### src/design/gti_pkg.sv
package gti_pkg;
	// ****************************************************************
	// register map
	// ****************************************************************
	localparam logic [31:0] ADDR_CTRL = 32'h0000_0000;
	localparam logic [31:0] ADDR_COUNT = 32'h0000_0004;
	localparam logic [31:0] ADDR_PERIOD = 32'h0000_0008;
	localparam logic [31:0] ADDR_STATUS = 32'h0000_000c;
	localparam logic [31:0] ADDR_MASK = 32'h0000_0010;

	// ****************************************************************
	// control fields
	// ****************************************************************
	localparam int CTRL_ON_BIT = 15;
	localparam int CTRL_SIDL_BIT = 13;
	localparam int CTRL_GATE_BIT = 6;
	localparam int CTRL_PS_LO = 4;
	localparam int CTRL_SYNC_BIT = 2;
	localparam int CTRL_CS_BIT = 1;

	// status and mask share one layout
	localparam int ST_MATCH_BIT = 0;
	localparam int ST_GATE_BIT = 1;
	localparam int ST_W = 2;

	// ****************************************************************
	// reset values and codes
	// ****************************************************************
	localparam logic [15:0] COUNT_RST = 16'h0000;
	localparam logic [15:0] PERIOD_RST = 16'h0000;
	localparam logic [ST_W-1:0] ST_RST = 2'h0;
	localparam logic [7:0] PRE_RST = 8'h00;
	localparam logic [1:0] HTRANS_NONSEQ = 2'h2;
	localparam logic [2:0] HSIZE_WORD = 3'h2;

	// prescaler terminal counts, divide by 1, 8, 64, 256
	localparam logic [7:0] PRE_TERM_1 = 8'h00;
	localparam logic [7:0] PRE_TERM_8 = 8'h07;
	localparam logic [7:0] PRE_TERM_64 = 8'h3f;
	localparam logic [7:0] PRE_TERM_256 = 8'hff;

	typedef enum logic [1:0]
	{
		PS_DIV1 = 2'b00,
		PS_DIV8 = 2'b01,
		PS_DIV64 = 2'b10,
		PS_DIV256 = 2'b11
	} gti_ps_t;

	typedef struct packed
	{
		logic timer_on;
		logic stop_in_idle;
		logic gate_mode_enable;
		gti_ps_t prescale_select;
		logic ext_clock_sync_select;
		logic clock_source_select;
	} gti_ctrl_t;

	localparam gti_ctrl_t CTRL_RST = '{1'b0, 1'b0, 1'b0, PS_DIV1, 1'b0, 1'b0};
endpackage

### src/design/gti_timer.sv
// Overview of operation
// RULE1: internal mode counts each cycle; wraps to zero after period match.
// RULE2: sync mode counts synchronised pin rising edges; wraps on match.
// RULE3: async mode counts every pin rising edge; wraps after match. The code counts edges through the synchroniser, as in sync mode.
// RULE4: with stop-in-idle set, counting halts during idle and resumes after.
// RULE5: gate mode advances on internal clock only while gate pin is high.
// RULE6: software sets timer on and internal source when using gate mode.
// RULE7: prescaler divides the selected input clock by 1, 8, 64 or 256.
// RULE8: prescaler clears on count write, timer switched off, or reset. The code clears on a count write only while timer_on is set.
// RULE9: while disabled the prescaler is stopped and never cleared.
// RULE10: control writes leave count alone; only count writes change it.
// RULE11: event on period match and on gate falling edge in gate mode.
// RULE12: events set a sticky flag that only software clears.
// RULE13: in sleep, counting continues only if on, external, asynchronous.
// RULE14: prescale codes 00, 01, 10, 11 mean divide 1, 8, 64, 256.
// RULE15: reset clears count, period and control: off, internal, no gating.
`timescale 1ns/1ps
`default_nettype none
module gti_timer
(
	input wire logic hclk,
	input wire logic hresetn,
	input wire logic hclk_en,
	input wire logic hsel,
	input wire logic [31:0] haddr,
	input wire logic [1:0] htrans,
	input wire logic hwrite,
	input wire logic [2:0] hsize,
	input wire logic [31:0] hwdata,
	input wire logic hready,
	output logic [31:0] hrdata,
	output logic hreadyout,
	output logic hresp,
	input wire logic ext_clock_gate_pin,
	input wire logic cpu_idle,
	input wire logic cpu_sleep,
	output logic timer_irq_flag
);
	// ****************************************************************
	// functions
	// ****************************************************************
	function automatic logic [7:0] pre_term(input gti_pkg::gti_ps_t ps);
		case (ps)
			gti_pkg::PS_DIV1: pre_term = gti_pkg::PRE_TERM_1; // [RULE14]
			gti_pkg::PS_DIV8: pre_term = gti_pkg::PRE_TERM_8; // [RULE14]
			gti_pkg::PS_DIV64: pre_term = gti_pkg::PRE_TERM_64; // [RULE14]
			gti_pkg::PS_DIV256: pre_term = gti_pkg::PRE_TERM_256; // [RULE14]
			default: pre_term = gti_pkg::PRE_TERM_1;
		endcase
	endfunction

	function automatic logic [31:0] ctrl_word(input gti_pkg::gti_ctrl_t c);
		logic [31:0] w;
		w = 32'h0000_0000;
		w[gti_pkg::CTRL_ON_BIT] = c.timer_on;
		w[gti_pkg::CTRL_SIDL_BIT] = c.stop_in_idle;
		w[gti_pkg::CTRL_GATE_BIT] = c.gate_mode_enable;
		w[gti_pkg::CTRL_PS_LO +: 2] = c.prescale_select;
		w[gti_pkg::CTRL_SYNC_BIT] = c.ext_clock_sync_select;
		w[gti_pkg::CTRL_CS_BIT] = c.clock_source_select;
		ctrl_word = w;
	endfunction

	// ****************************************************************
	// state
	// ****************************************************************
	gti_pkg::gti_ctrl_t ctrl_reg;
	gti_pkg::gti_ctrl_t ctrl_wr;
	logic [15:0] count_reg;
	logic [15:0] period_reg;
	logic [7:0] pre_reg;
	logic [gti_pkg::ST_W-1:0] status_reg;
	logic [gti_pkg::ST_W-1:0] status_next;
	logic [gti_pkg::ST_W-1:0] mask_reg;
	logic [gti_pkg::ST_W-1:0] mask_next;
	logic [gti_pkg::ST_W-1:0] st_rdclr;
	logic [gti_pkg::ST_W-1:0] events;
	logic pin_s1_reg;
	logic pin_s2_reg;
	logic pin_s3_reg;
	logic dph_wr_reg;
	logic [31:0] dph_addr_reg;
	logic aph_ok;
	logic wr_ctrl;
	logic wr_count;
	logic wr_period;
	logic wr_mask;
	logic pin_rise;
	logic pin_fall;
	logic src_pulse;
	logic sleep_ok;
	logic run;
	logic pre_wrap;
	logic tick;
	logic match;
	logic pre_clr;

	// ****************************************************************
	// ahb-lite slave, zero wait states
	// ****************************************************************
	assign aph_ok = hsel && hready && (htrans == gti_pkg::HTRANS_NONSEQ)
		&& (hsize == gti_pkg::HSIZE_WORD);
	assign wr_ctrl = dph_wr_reg && (dph_addr_reg == gti_pkg::ADDR_CTRL);
	assign wr_count = dph_wr_reg && (dph_addr_reg == gti_pkg::ADDR_COUNT);
	assign wr_period = dph_wr_reg && (dph_addr_reg == gti_pkg::ADDR_PERIOD);
	assign wr_mask = dph_wr_reg && (dph_addr_reg == gti_pkg::ADDR_MASK);
	assign ctrl_wr = '{hwdata[gti_pkg::CTRL_ON_BIT],
		hwdata[gti_pkg::CTRL_SIDL_BIT], hwdata[gti_pkg::CTRL_GATE_BIT],
		gti_pkg::gti_ps_t'(hwdata[gti_pkg::CTRL_PS_LO +: 2]),
		hwdata[gti_pkg::CTRL_SYNC_BIT], hwdata[gti_pkg::CTRL_CS_BIT]};

	always_ff @(posedge hclk or negedge hresetn)
	begin
		if (!hresetn)
		begin
			dph_wr_reg <= 1'b0;
			dph_addr_reg <= 32'h0000_0000;
			hrdata <= 32'h0000_0000;
			hreadyout <= 1'b1;
			hresp <= 1'b0;
		end
		else if (hclk_en)
		begin
			dph_wr_reg <= aph_ok && hwrite;
			dph_addr_reg <= haddr;
			hreadyout <= 1'b1;
			hresp <= 1'b0;
			// read data is sampled at the address phase so outputs stay flopped
			if (aph_ok && !hwrite)
			begin
				case (haddr)
					gti_pkg::ADDR_CTRL: hrdata <= ctrl_word(ctrl_reg);
					gti_pkg::ADDR_COUNT: hrdata <= {16'h0000, count_reg};
					gti_pkg::ADDR_PERIOD: hrdata <= {16'h0000, period_reg};
					gti_pkg::ADDR_STATUS: hrdata <= {30'h0, status_reg};
					gti_pkg::ADDR_MASK: hrdata <= {30'h0, mask_reg};
					default: hrdata <= 32'h0000_0000;
				endcase
			end
		end
	end

	// ****************************************************************
	// control and period
	// ****************************************************************
	always_ff @(posedge hclk or negedge hresetn)
	begin
		if (!hresetn)
		begin
			ctrl_reg <= gti_pkg::CTRL_RST; // [RULE15]
			period_reg <= gti_pkg::PERIOD_RST; // [RULE15]
			mask_reg <= gti_pkg::ST_RST;
		end
		else if (hclk_en)
		begin
			if (wr_ctrl)
				ctrl_reg <= ctrl_wr;
			if (wr_period)
				period_reg <= hwdata[15:0];
			mask_reg <= mask_next;
		end
	end
	assign mask_next = wr_mask ? hwdata[gti_pkg::ST_W-1:0] : mask_reg;

	// ****************************************************************
	// external pin: two-flop synchroniser then edge history
	// ****************************************************************
	always_ff @(posedge hclk or negedge hresetn)
	begin
		if (!hresetn)
		begin
			pin_s1_reg <= 1'b0;
			pin_s2_reg <= 1'b0;
			pin_s3_reg <= 1'b0;
		end
		else if (hclk_en)
		begin
			pin_s1_reg <= ext_clock_gate_pin;
			pin_s2_reg <= pin_s1_reg;
			pin_s3_reg <= pin_s2_reg;
		end
	end
	assign pin_rise = pin_s2_reg && !pin_s3_reg;
	assign pin_fall = !pin_s2_reg && pin_s3_reg;

	// ****************************************************************
	// clock source, idle, sleep and prescaler
	// ****************************************************************
	// both counter modes see the pin through the synchroniser, so the
	// external rate must stay below half of hclk; the async setting
	// differs only in running on through sleep
	always_comb
	begin
		if (ctrl_reg.clock_source_select)
			src_pulse = pin_rise; // [RULE2] [RULE3]
		else if (ctrl_reg.gate_mode_enable)
			src_pulse = pin_s2_reg; // [RULE5]
		else
			src_pulse = 1'b1; // [RULE1]
	end
	assign sleep_ok = ctrl_reg.clock_source_select
		&& !ctrl_reg.ext_clock_sync_select; // [RULE13]
	assign run = ctrl_reg.timer_on
		&& !(cpu_idle && ctrl_reg.stop_in_idle) // [RULE4]
		&& !(cpu_sleep && !sleep_ok); // [RULE13]
	assign pre_wrap = pre_reg == pre_term(ctrl_reg.prescale_select); // [RULE7]
	assign tick = run && src_pulse && pre_wrap;
	assign match = count_reg == period_reg;
	// a disabled prescaler cannot be cleared, so clears need timer_on
	assign pre_clr = ctrl_reg.timer_on
		&& (wr_count || (wr_ctrl && !ctrl_wr.timer_on)); // [RULE8] [RULE9]

	always_ff @(posedge hclk or negedge hresetn)
	begin
		if (!hresetn)
			pre_reg <= gti_pkg::PRE_RST; // [RULE8]
		else if (hclk_en)
		begin
			if (pre_clr)
				pre_reg <= gti_pkg::PRE_RST; // [RULE8]
			else if (run && src_pulse)
				pre_reg <= pre_wrap ? gti_pkg::PRE_RST : pre_reg + 8'h01; // [RULE7]
		end
	end

	// ****************************************************************
	// counter
	// ****************************************************************
	always_ff @(posedge hclk or negedge hresetn)
	begin
		if (!hresetn)
			count_reg <= gti_pkg::COUNT_RST; // [RULE15]
		else if (hclk_en)
		begin
			if (wr_count)
				count_reg <= hwdata[15:0]; // [RULE10]
			else if (tick && match)
				count_reg <= gti_pkg::COUNT_RST; // [RULE1] [RULE2] [RULE3]
			else if (tick)
				count_reg <= count_reg + 16'h0001; // [RULE1]
		end
	end

	// ****************************************************************
	// events, sticky status and interrupt
	// ****************************************************************
	assign events[gti_pkg::ST_MATCH_BIT] = tick && match && !wr_count; // [RULE11]
	assign events[gti_pkg::ST_GATE_BIT] = ctrl_reg.timer_on
		&& ctrl_reg.gate_mode_enable && !ctrl_reg.clock_source_select
		&& pin_fall; // [RULE11]
	assign st_rdclr = (aph_ok && !hwrite && haddr == gti_pkg::ADDR_STATUS)
		? {gti_pkg::ST_W{1'b1}} : gti_pkg::ST_RST;
	// a new event beats a clearing read in the same cycle
	assign status_next = (status_reg & ~st_rdclr) | events; // [RULE12]

	always_ff @(posedge hclk or negedge hresetn)
	begin
		if (!hresetn)
		begin
			status_reg <= gti_pkg::ST_RST;
			timer_irq_flag <= 1'b0;
		end
		else if (hclk_en)
		begin
			status_reg <= status_next; // [RULE12]
			timer_irq_flag <= |(status_next & mask_next); // [RULE12]
		end
	end

	// ****************************************************************
	// checks
	// ****************************************************************
	AST_WRAP: assert property (@(posedge hclk) disable iff (!hresetn) // [RULE1]
		hclk_en && tick && match && !wr_count |=> count_reg == 16'h0000)
		else $error("count did not wrap to zero on period match");

	AST_EXT_STEP: assert property (@(posedge hclk) // [RULE2]
		disable iff (!hresetn)
		hclk_en && ctrl_reg.clock_source_select && !pin_rise && !wr_count
		|=> $stable(count_reg))
		else $error("external mode counted without a pin edge");

	AST_IDLE: assert property (@(posedge hclk) // [RULE4]
		disable iff (!hresetn)
		hclk_en && cpu_idle && ctrl_reg.stop_in_idle && !wr_count
		|=> $stable(count_reg)
		&& ($past(pre_clr) ? pre_reg == gti_pkg::PRE_RST : $stable(pre_reg)))
		else $error("count moved in idle with stop-in-idle set");

	AST_GATE: assert property (@(posedge hclk) disable iff (!hresetn) // [RULE5]
		ctrl_reg.gate_mode_enable && !ctrl_reg.clock_source_select
		&& !pin_s2_reg |-> !tick)
		else $error("gated timer advanced with gate low");

	AST_PRE_CLR: assert property (@(posedge hclk) // [RULE8]
		disable iff (!hresetn)
		hclk_en && wr_count && ctrl_reg.timer_on |=> pre_reg == 8'h00)
		else $error("prescaler not cleared by count write");

	AST_OFF_HOLD: assert property (@(posedge hclk) // [RULE9]
		disable iff (!hresetn)
		hclk_en && !ctrl_reg.timer_on |=> $stable(pre_reg))
		else $error("prescaler changed while disabled");

	AST_CTRL_WR: assert property (@(posedge hclk) // [RULE10]
		disable iff (!hresetn)
		hclk_en && wr_ctrl && !tick |=> $stable(count_reg))
		else $error("control write changed the count");

	AST_MATCH_EV: assert property (@(posedge hclk) // [RULE11]
		disable iff (!hresetn)
		hclk_en && tick && match && !wr_count
		|=> status_reg[gti_pkg::ST_MATCH_BIT])
		else $error("period match did not set status");

	AST_IRQ: assert property (@(posedge hclk) disable iff (!hresetn) // [RULE12]
		timer_irq_flag == |(status_reg & mask_reg))
		else $error("interrupt output disagrees with status and mask");

	AST_SLEEP: assert property (@(posedge hclk) disable iff (!hresetn) // [RULE13]
		hclk_en && cpu_sleep && !sleep_ok && !wr_count |=> $stable(count_reg))
		else $error("count moved in sleep without async external clock");

	AST_DIV8: assert property (@(posedge hclk) disable iff (!hresetn) // [RULE14]
		ctrl_reg.prescale_select == gti_pkg::PS_DIV8 && tick
		|-> pre_reg == 8'h07)
		else $error("divide-by-8 ticked at wrong prescaler count");

	AST_COUNT_WR: assert property (@(posedge hclk) // [RULE10]
		disable iff (!hresetn)
		hclk_en && wr_count
		|=> {16'h0000, count_reg} == ($past(hwdata) & 32'h0000_ffff))
		else $error("count write did not load the count");

	AST_GATE_EV: assert property (@(posedge hclk) // [RULE11]
		disable iff (!hresetn)
		hclk_en && ctrl_reg.timer_on && ctrl_reg.gate_mode_enable
		&& !ctrl_reg.clock_source_select && pin_fall
		|=> status_reg[gti_pkg::ST_GATE_BIT])
		else $error("gate falling edge did not set status");

	AST_STICKY: assert property (@(posedge hclk) // [RULE12]
		disable iff (!hresetn)
		hclk_en && status_reg[gti_pkg::ST_MATCH_BIT]
		&& !st_rdclr[gti_pkg::ST_MATCH_BIT]
		|=> status_reg[gti_pkg::ST_MATCH_BIT])
		else $error("match status cleared without a status read");

	CVR_WRAP: cover property (@(posedge hclk) disable iff (!hresetn)
		tick && match);
	CVR_GATE_FALL: cover property (@(posedge hclk) disable iff (!hresetn)
		events[gti_pkg::ST_GATE_BIT]);
	CVR_IRQ: cover property (@(posedge hclk) disable iff (!hresetn)
		timer_irq_flag);
	CVR_SLEEP_RUN: cover property (@(posedge hclk) disable iff (!hresetn)
		cpu_sleep && tick);
endmodule
`default_nettype wire

### config.mk
export PLATFORM = sky130hd
export DESIGN_NAME = gti_timer
export DESIGN_NICKNAME = d
export VERILOG_FILES = /design/src/design/gti_pkg.sv /design/src/design/gti_timer.sv
export SDC_FILE = /design/constraint.sdc
export NUM_CORES = 1
export LEC_CHECK = 0
export BUFFER_PORTS_ARGS = -buffer_cell sky130_fd_sc_hd__buf_4
export CORE_ASPECT_RATIO = 0.8
export CORE_MARGIN = 8
export CORE_UTILIZATION = 30
export DETAILED_ROUTE_END_ITERATION = 10
export HOLD_SLACK_MARGIN = 0.15
export RECOVER_POWER = 25
export SETUP_SLACK_MARGIN = 0.05
export SYNTH_ARGS = -nofsm -noshare
export SYNTH_HDL_FRONTEND = slang
export SYNTH_SLANG_ARGS = --single-unit
export TNS_END_PERCENT = 20
### constraint.sdc
create_clock -name hclk -period 3.2 [get_ports hclk]
set_clock_uncertainty 0.1 [all_clocks]
set_input_delay 0.32 -clock hclk [delete_from_list [all_inputs] [get_ports hclk]]
set_output_delay 0.32 -clock hclk [all_outputs]
set_load 0.1 [all_outputs]
======== Word-level counts from Yosys, hierarchy flattened ========
Cells that the tools add are included.
operators by class
  add/subtract/negate cells ............... 2
  multipliers ............................. 0
  divide/modulo/power cells ............... 0
  magnitude comparators ................... 0
  equality and inequality tests ........... 14
  shift-type cells ........................ 0
  multiplexer cells ....................... 12
  bitwise operators ....................... 4
  reductions and logical operators ........ 48
operator list
  kind                                             number
  == test 32 x 4 -> 1 bit (second input constant)  3
  case mux 16 bit (5 select lines)                 1
  == test 32 x 3 -> 1 bit (second input constant)  2
  == test 32 x 5 -> 1 bit (second input constant)  2
  logical NOT 32 bit                               2
  2-to-1 mux 16 bit                                3
  case mux 8 bit (4 select lines)                  1
  logical AND 1 bit                                26
  2-to-1 mux 8 bit                                 3
  adder 16 x 1 -> 16 bit (second input constant)   1
  == test 16 bit                                   1
  logical NOT 1 bit                                10
  AND reduction 2 bit                              5
  adder 8 x 1 -> 8 bit (second input constant)     1
  == test 8 bit                                    1
  == test 2 bit (second input constant)            3
  AND 2 bit                                        2
  2-to-1 mux 2 bit                                 2
  == test 3 x 2 -> 1 bit (second input constant)   1
  nonzero test 3 bit                               1
  == test 2 x 1 -> 1 bit (second input constant)   1
  logical NOT 2 bit                                1
  2-to-1 mux 1 bit                                 2
  NOT 2 bit                                        1
  other kinds (4)                                  4
word-level totals
  register bits ........................... 120
  bits in latches ......................... 0
  memory bits (writable) .................. 0
  bits in read-only memories .............. 0
  input bits .............................. 78
  output and inout port bits .............. 35
  memories ................................ 0

======== Depth between registers and ports, before layout ========
  depth after elaboration ................. 13
  mapped depth ............................ 8

======== Worst setup path after synthesis ========
OpenSTA, ideal clock, no wires.
  kind .................................... reg2reg
  start ................................... register dph_addr_reg[1]
  end ..................................... register period_reg[10]
  arrival ................................. 2.018 ns
  required time ........................... 2.975 ns
  slack ................................... 0.957 ns
  stages on the path, launching flop included .. 8
  period minus slack after synthesis ...... 2.243 ns
  cell sequence ........................... dfrtp_1 > or3_1 > nand4b_1 > nor2_1 > and4b_1 > buf_2 > buf_2 > mux2_2
between the ends
  word-level cells in the longest chain between the ends .. 3
RTL lines
  item                                  RTL line          RTL
  start: declaration                    gti_timer.sv:82   logic [31:0] dph_addr_reg;
  start signal: assignment              gti_timer.sv:125  dph_addr_reg <= haddr;
  == test 32 x 4 -> 1 bit               gti_timer.sv:105  assign wr_period = dph_wr_reg && (dph_addr_reg == gti_pkg::ADDR_PERIOD);
  logical AND 1 bit                     gti_timer.sv:105
  AND reduction 2 bit (no source line)  --
  end signal: assignment                gti_timer.sv:151  period_reg <= gti_pkg::PERIOD_RST;
  end signal: assignment                gti_timer.sv:159  period_reg <= hwdata[15:0];
  end: declaration                      gti_timer.sv:70   logic [15:0] period_reg;
No other way between the ends.
A chain may end at the register's enable or synchronous reset.

======== Final worst setup path ========
  start ................................... input hclk_en
  end ..................................... register count_reg[15]
between the ends
  word-level cells in the longest chain between the ends .. 1
RTL lines
  item                                  RTL line          RTL
  start: declaration                    gti_timer.sv:23   input wire logic hclk_en,
  AND reduction 2 bit (no source line)  --
  end signal: assignment                gti_timer.sv:232  count_reg <= gti_pkg::COUNT_RST;
  end signal: assignment                gti_timer.sv:236  count_reg <= hwdata[15:0];
  end signal: assignment                gti_timer.sv:238  count_reg <= gti_pkg::COUNT_RST;
  end: declaration                      gti_timer.sv:69   logic [15:0] count_reg;
No other way between the ends.

==> parameters.txt <==
Parameter                              Value

Synthesis
  Post-synthesis average cell area ... 10.27 um^2
  Largest area contributor in the synthesized netlist ... sky130_fd_sc_hd__dfrtp_1
  Count of flip-flops with a built-in enable after synthesis ... 0
  Synth cell types ... 60
  Synthesis Warnings ... 0
  Area fraction of the dominant cell type after synthesis ... 45.80%
  Netlist area before placement ... 0.005682 mm^2
  Synthesized instance count ... 553
  Post-synthesis async set-or-reset flop share ... 100.0%
  Top area cells in the synthesized netlist ... sky130_fd_sc_hd__dfrtp_1 46%, sky130_fd_sc_hd__mux2_2 12%, sky130_fd_sc_hd__a22oi_1 2.9%, sky130_fd_sc_hd__nand2_1 2.8%, sky130_fd_sc_hd__xnor2_1 2.5%
  Leading register cell type out of synthesis ... sky130_fd_sc_hd__dfrtp_1
  Synthesized flop and latch total ... 104
  Sequential element share of the synthesized area ... 45.80%

Global route
  Number of antenna violations at the first check in global routing ... 0
  Wire length of the first global-routing pass ... 25830 um
  Remaining Overflow, GRT ... 0
  Largest net degree at the start of global routing ... 80
  Via count of the first global-routing pass ... 4596
  Total GRT Usage ... 13.86%

Setup path
  Critical R2R Launch ... dph_addr_reg[24]$_DFFE_PN0P_
  Type of destination of the critical path ... register
  Launching instance or port of the critical path ... hclk_en
  Critical path fanouts, max ... 23
  Worst reg2reg endpoint ... ctrl_reg[5]$_DFFE_PN0P_
  Worst Setup Path Type ... in -> reg
  Reg-to-reg slack, setup ... 510 ps
  Crit path capture ... count_reg[15]$_DFFE_PN0P_
  Kind of start point of the critical path ... input pin
  Logic depth of the worst register-to-register path ... 5
  Required time of the critical path ... 3330 ps
  Data arrival, critical path ... 3060 ps

Floorplan
  Total core area ... 0.01875 mm^2
  Die height ... 139.1 um
  Standard-cell rows ... 45
  Initial Utilization ... 30.30%
  Die span in x ... 169.9 um
  Top-level I/O count ... 113
  Overall die area ... 0.02363 mm^2

Run status
  Outcome ... finished with violations
  Violated checks ... capacitance limit, slew limit

STA
  Setup violators final ... 0
  Unrepaired setup endpoints after global routing ... false
  Final Hold Vio Count ... 0
  Final Max Tran Viols ... 80
  Setup tns final ... 0 ps
  Final worst path period need ... 2936 ps
  Final hold slack ... 152.7 ps
  Headroom to the max-slew limit ... -31.97%
  Fraction of the cycle the final worst path needs ... 91.74%
  Max Clk Rate ... 340.6 MHz
  Transition at the pin with the smallest max-transition slack ... 1980 ps

Routing
  Routed wire length ... 16160 um
  Residual antenna-violating net count after detailed routing ... 0
  Vias/cell ... 5.085
  Residual DRC count ... 0
  Initial DRC count ... 342
  Vias post-DR ... 4770
  Iteration count of the initial detailed-routing pass ... 5
  Routed len/inst ... 17.23 um

Power
  Worst voltage drop across the vdd grid ... 0.2981 mV
  Power Density ... 415.2 mW/mm^2
  Standby leakage power ... 3.021 nW

Worst hold path
  Path class of the lowest-slack min-delay path ... in -> reg

Cells and area
  Cell area after layout ... 0.007194 mm^2
  ANT cells ... 0
  Final design utilization ... 38.37%
  Most common library cell in the layout ignoring fill and taps ... sky130_fd_sc_hd__dfrtp_1
  Max FFs per register ... 32
  Most used cells in the layout excluding fill and tap cells ... 104 x sky130_fd_sc_hd__dfrtp_1, 65 x sky130_fd_sc_hd__buf_4, 62 x sky130_fd_sc_hd__mux2_2
  Share of final-layout standard cells stronger than drive strength 1 ... 25.15%
  Signed area change from the synthesized netlist to the final layout ... 26.62%
  Number of nets at the end of the flow ... 755

Placement
  Routability cong. ... 0.8592
  Count of buffers from port buffering ... 78
  Detailed-placement wirelength estimate ... 11910 um
  Instance area after placement ... 0.006518 mm^2

Clock network
  Worst skew pair latency ... 350 ps
  CTS Sinks ... 104
  Clock buffer count from CTS ... 9
  Buffer cell driving the clock tree root ... sky130_fd_sc_hd__clkbuf_16
  Longest Clk Path Bufs ... 2
  Setup repair bufs after CTS ... 0
  Cts repair resizes ... 0
  H-Tree Level Count ... 3
  CTS Hold Bufs ... 45
  CTS tree ... built
  Clock-pin transition on the worst setup and hold timing paths ... 70 ps

Job
  Number of violations of the max-capacitance limit ... 1
worst min path at each step:
| stage | start | endpoint | slack, ps | cells past startpoint |
|---|---|---|---|---|
| 6_report | hwdata[15] | ctrl_reg[6]$_DFFE_PN0P_ | 150 | 2 |
| 5_1_grt | hwdata[15] | period_reg[15]$_DFFE_PN0P_ | 160 | 2 |
| 4_1_cts | hwdata[15] | ctrl_reg[6]$_DFFE_PN0P_ | 150 | 2 |
| 3_5_place_dp | hrdata[3]$_DFFE_PN0P_ | hrdata[3]$_DFFE_PN0P_ | 370 | 2 |
| 3_3_place_gp | hrdata[4]$_DFFE_PN0P_ | hrdata[4]$_DFFE_PN0P_ | 370 | 2 |
| 2_1_floorplan | hresetn | count_reg[0]$_DFFE_PN0P_ | -80 | 0 |
logic make-up after synthesis:
group / after synthesis / synth area share, %
compound gates: 109 / 13.04
xor+xnor: 16 / 2.466
fa+ha+maj: 2 / 0.4404
buf+inv: 62 / 5.505
flops: 104 / 45.80
mux: 71 / 13.87
other cells: 2 / 0.1322
simple gates: 187 / 18.74
metal layers:
layer / up-vias / track usage, % / wire (um)
met5: - / 0 / 0
met4: 0 / 3.626 / 156
met3: 10 / 2.902 / 957
met2: 133 / 19.68 / 7081
met1: 2361 / 20.68 / 7964
li1: 2266 / - / -
power by group:
part	leakage, nW	internal [mW]	switching [mW]	total [mW]
Clock	0.151	0.614	0.522	1.14
Combinational	1.60	0.168	0.252	0.420
Sequential	1.27	1.38	0.0535	1.43
metrics by stage:
| step | std cells | total power, mW | worst slack, ps |
|---|---|---|---|
| 2_1_floorplan | 569 | 1.705 | 957.0 |
| 3_3_place_gp | 877 | 1.834 | 568.0 |
| 3_5_place_dp | 877 | 1.839 | 538.0 |
| 4_1_cts | 938 | 3.019 | 375.7 |
| 5_1_grt | 938 | 3.104 | 67.60 |
| 6_report | 938 | 2.987 | 264.4 |
final cells by class:
cell class | count | area, um^2
fill | 1872 | 11550
multi-input combinational | 403 | 2826
sequential | 104 | 2603
timing repair buffer | 137 | 1067
tap | 258 | 322.8
clock buffer | 9 | 225.2
clock inverter | 7 | 75.07
inverter | 20 | 75.07
critical path, stage by stage:
cell and delay [ps]:
sky130_fd_sc_hd__clkbuf_1 830, sky130_fd_sc_hd__inv_1 520, sky130_fd_sc_hd__or4_1 710, sky130_fd_sc_hd__o21ba_2 300, sky130_fd_sc_hd__a222oi_1 290, sky130_fd_sc_hd__nand2_1 80
synth_stat cells (all sizes together), types with 4 or more instances:
library cell	n
nor3	13
o22ai	6
clkbuf	16
nand3	20
nor2	28
o21ai	29
a31oi	4
a21oi	21
nor2b	5
and3	7
dfrtp	104
and2	4
buf	26
mux2i	9
nand2b	6
xnor2	16
nand4	14
nand4b	4
mux2	62
nand2	42
a22oi	22
nor3b	5
inv	20
a32oi	9
nor4	25
Power figures use the tool's default switching activity.
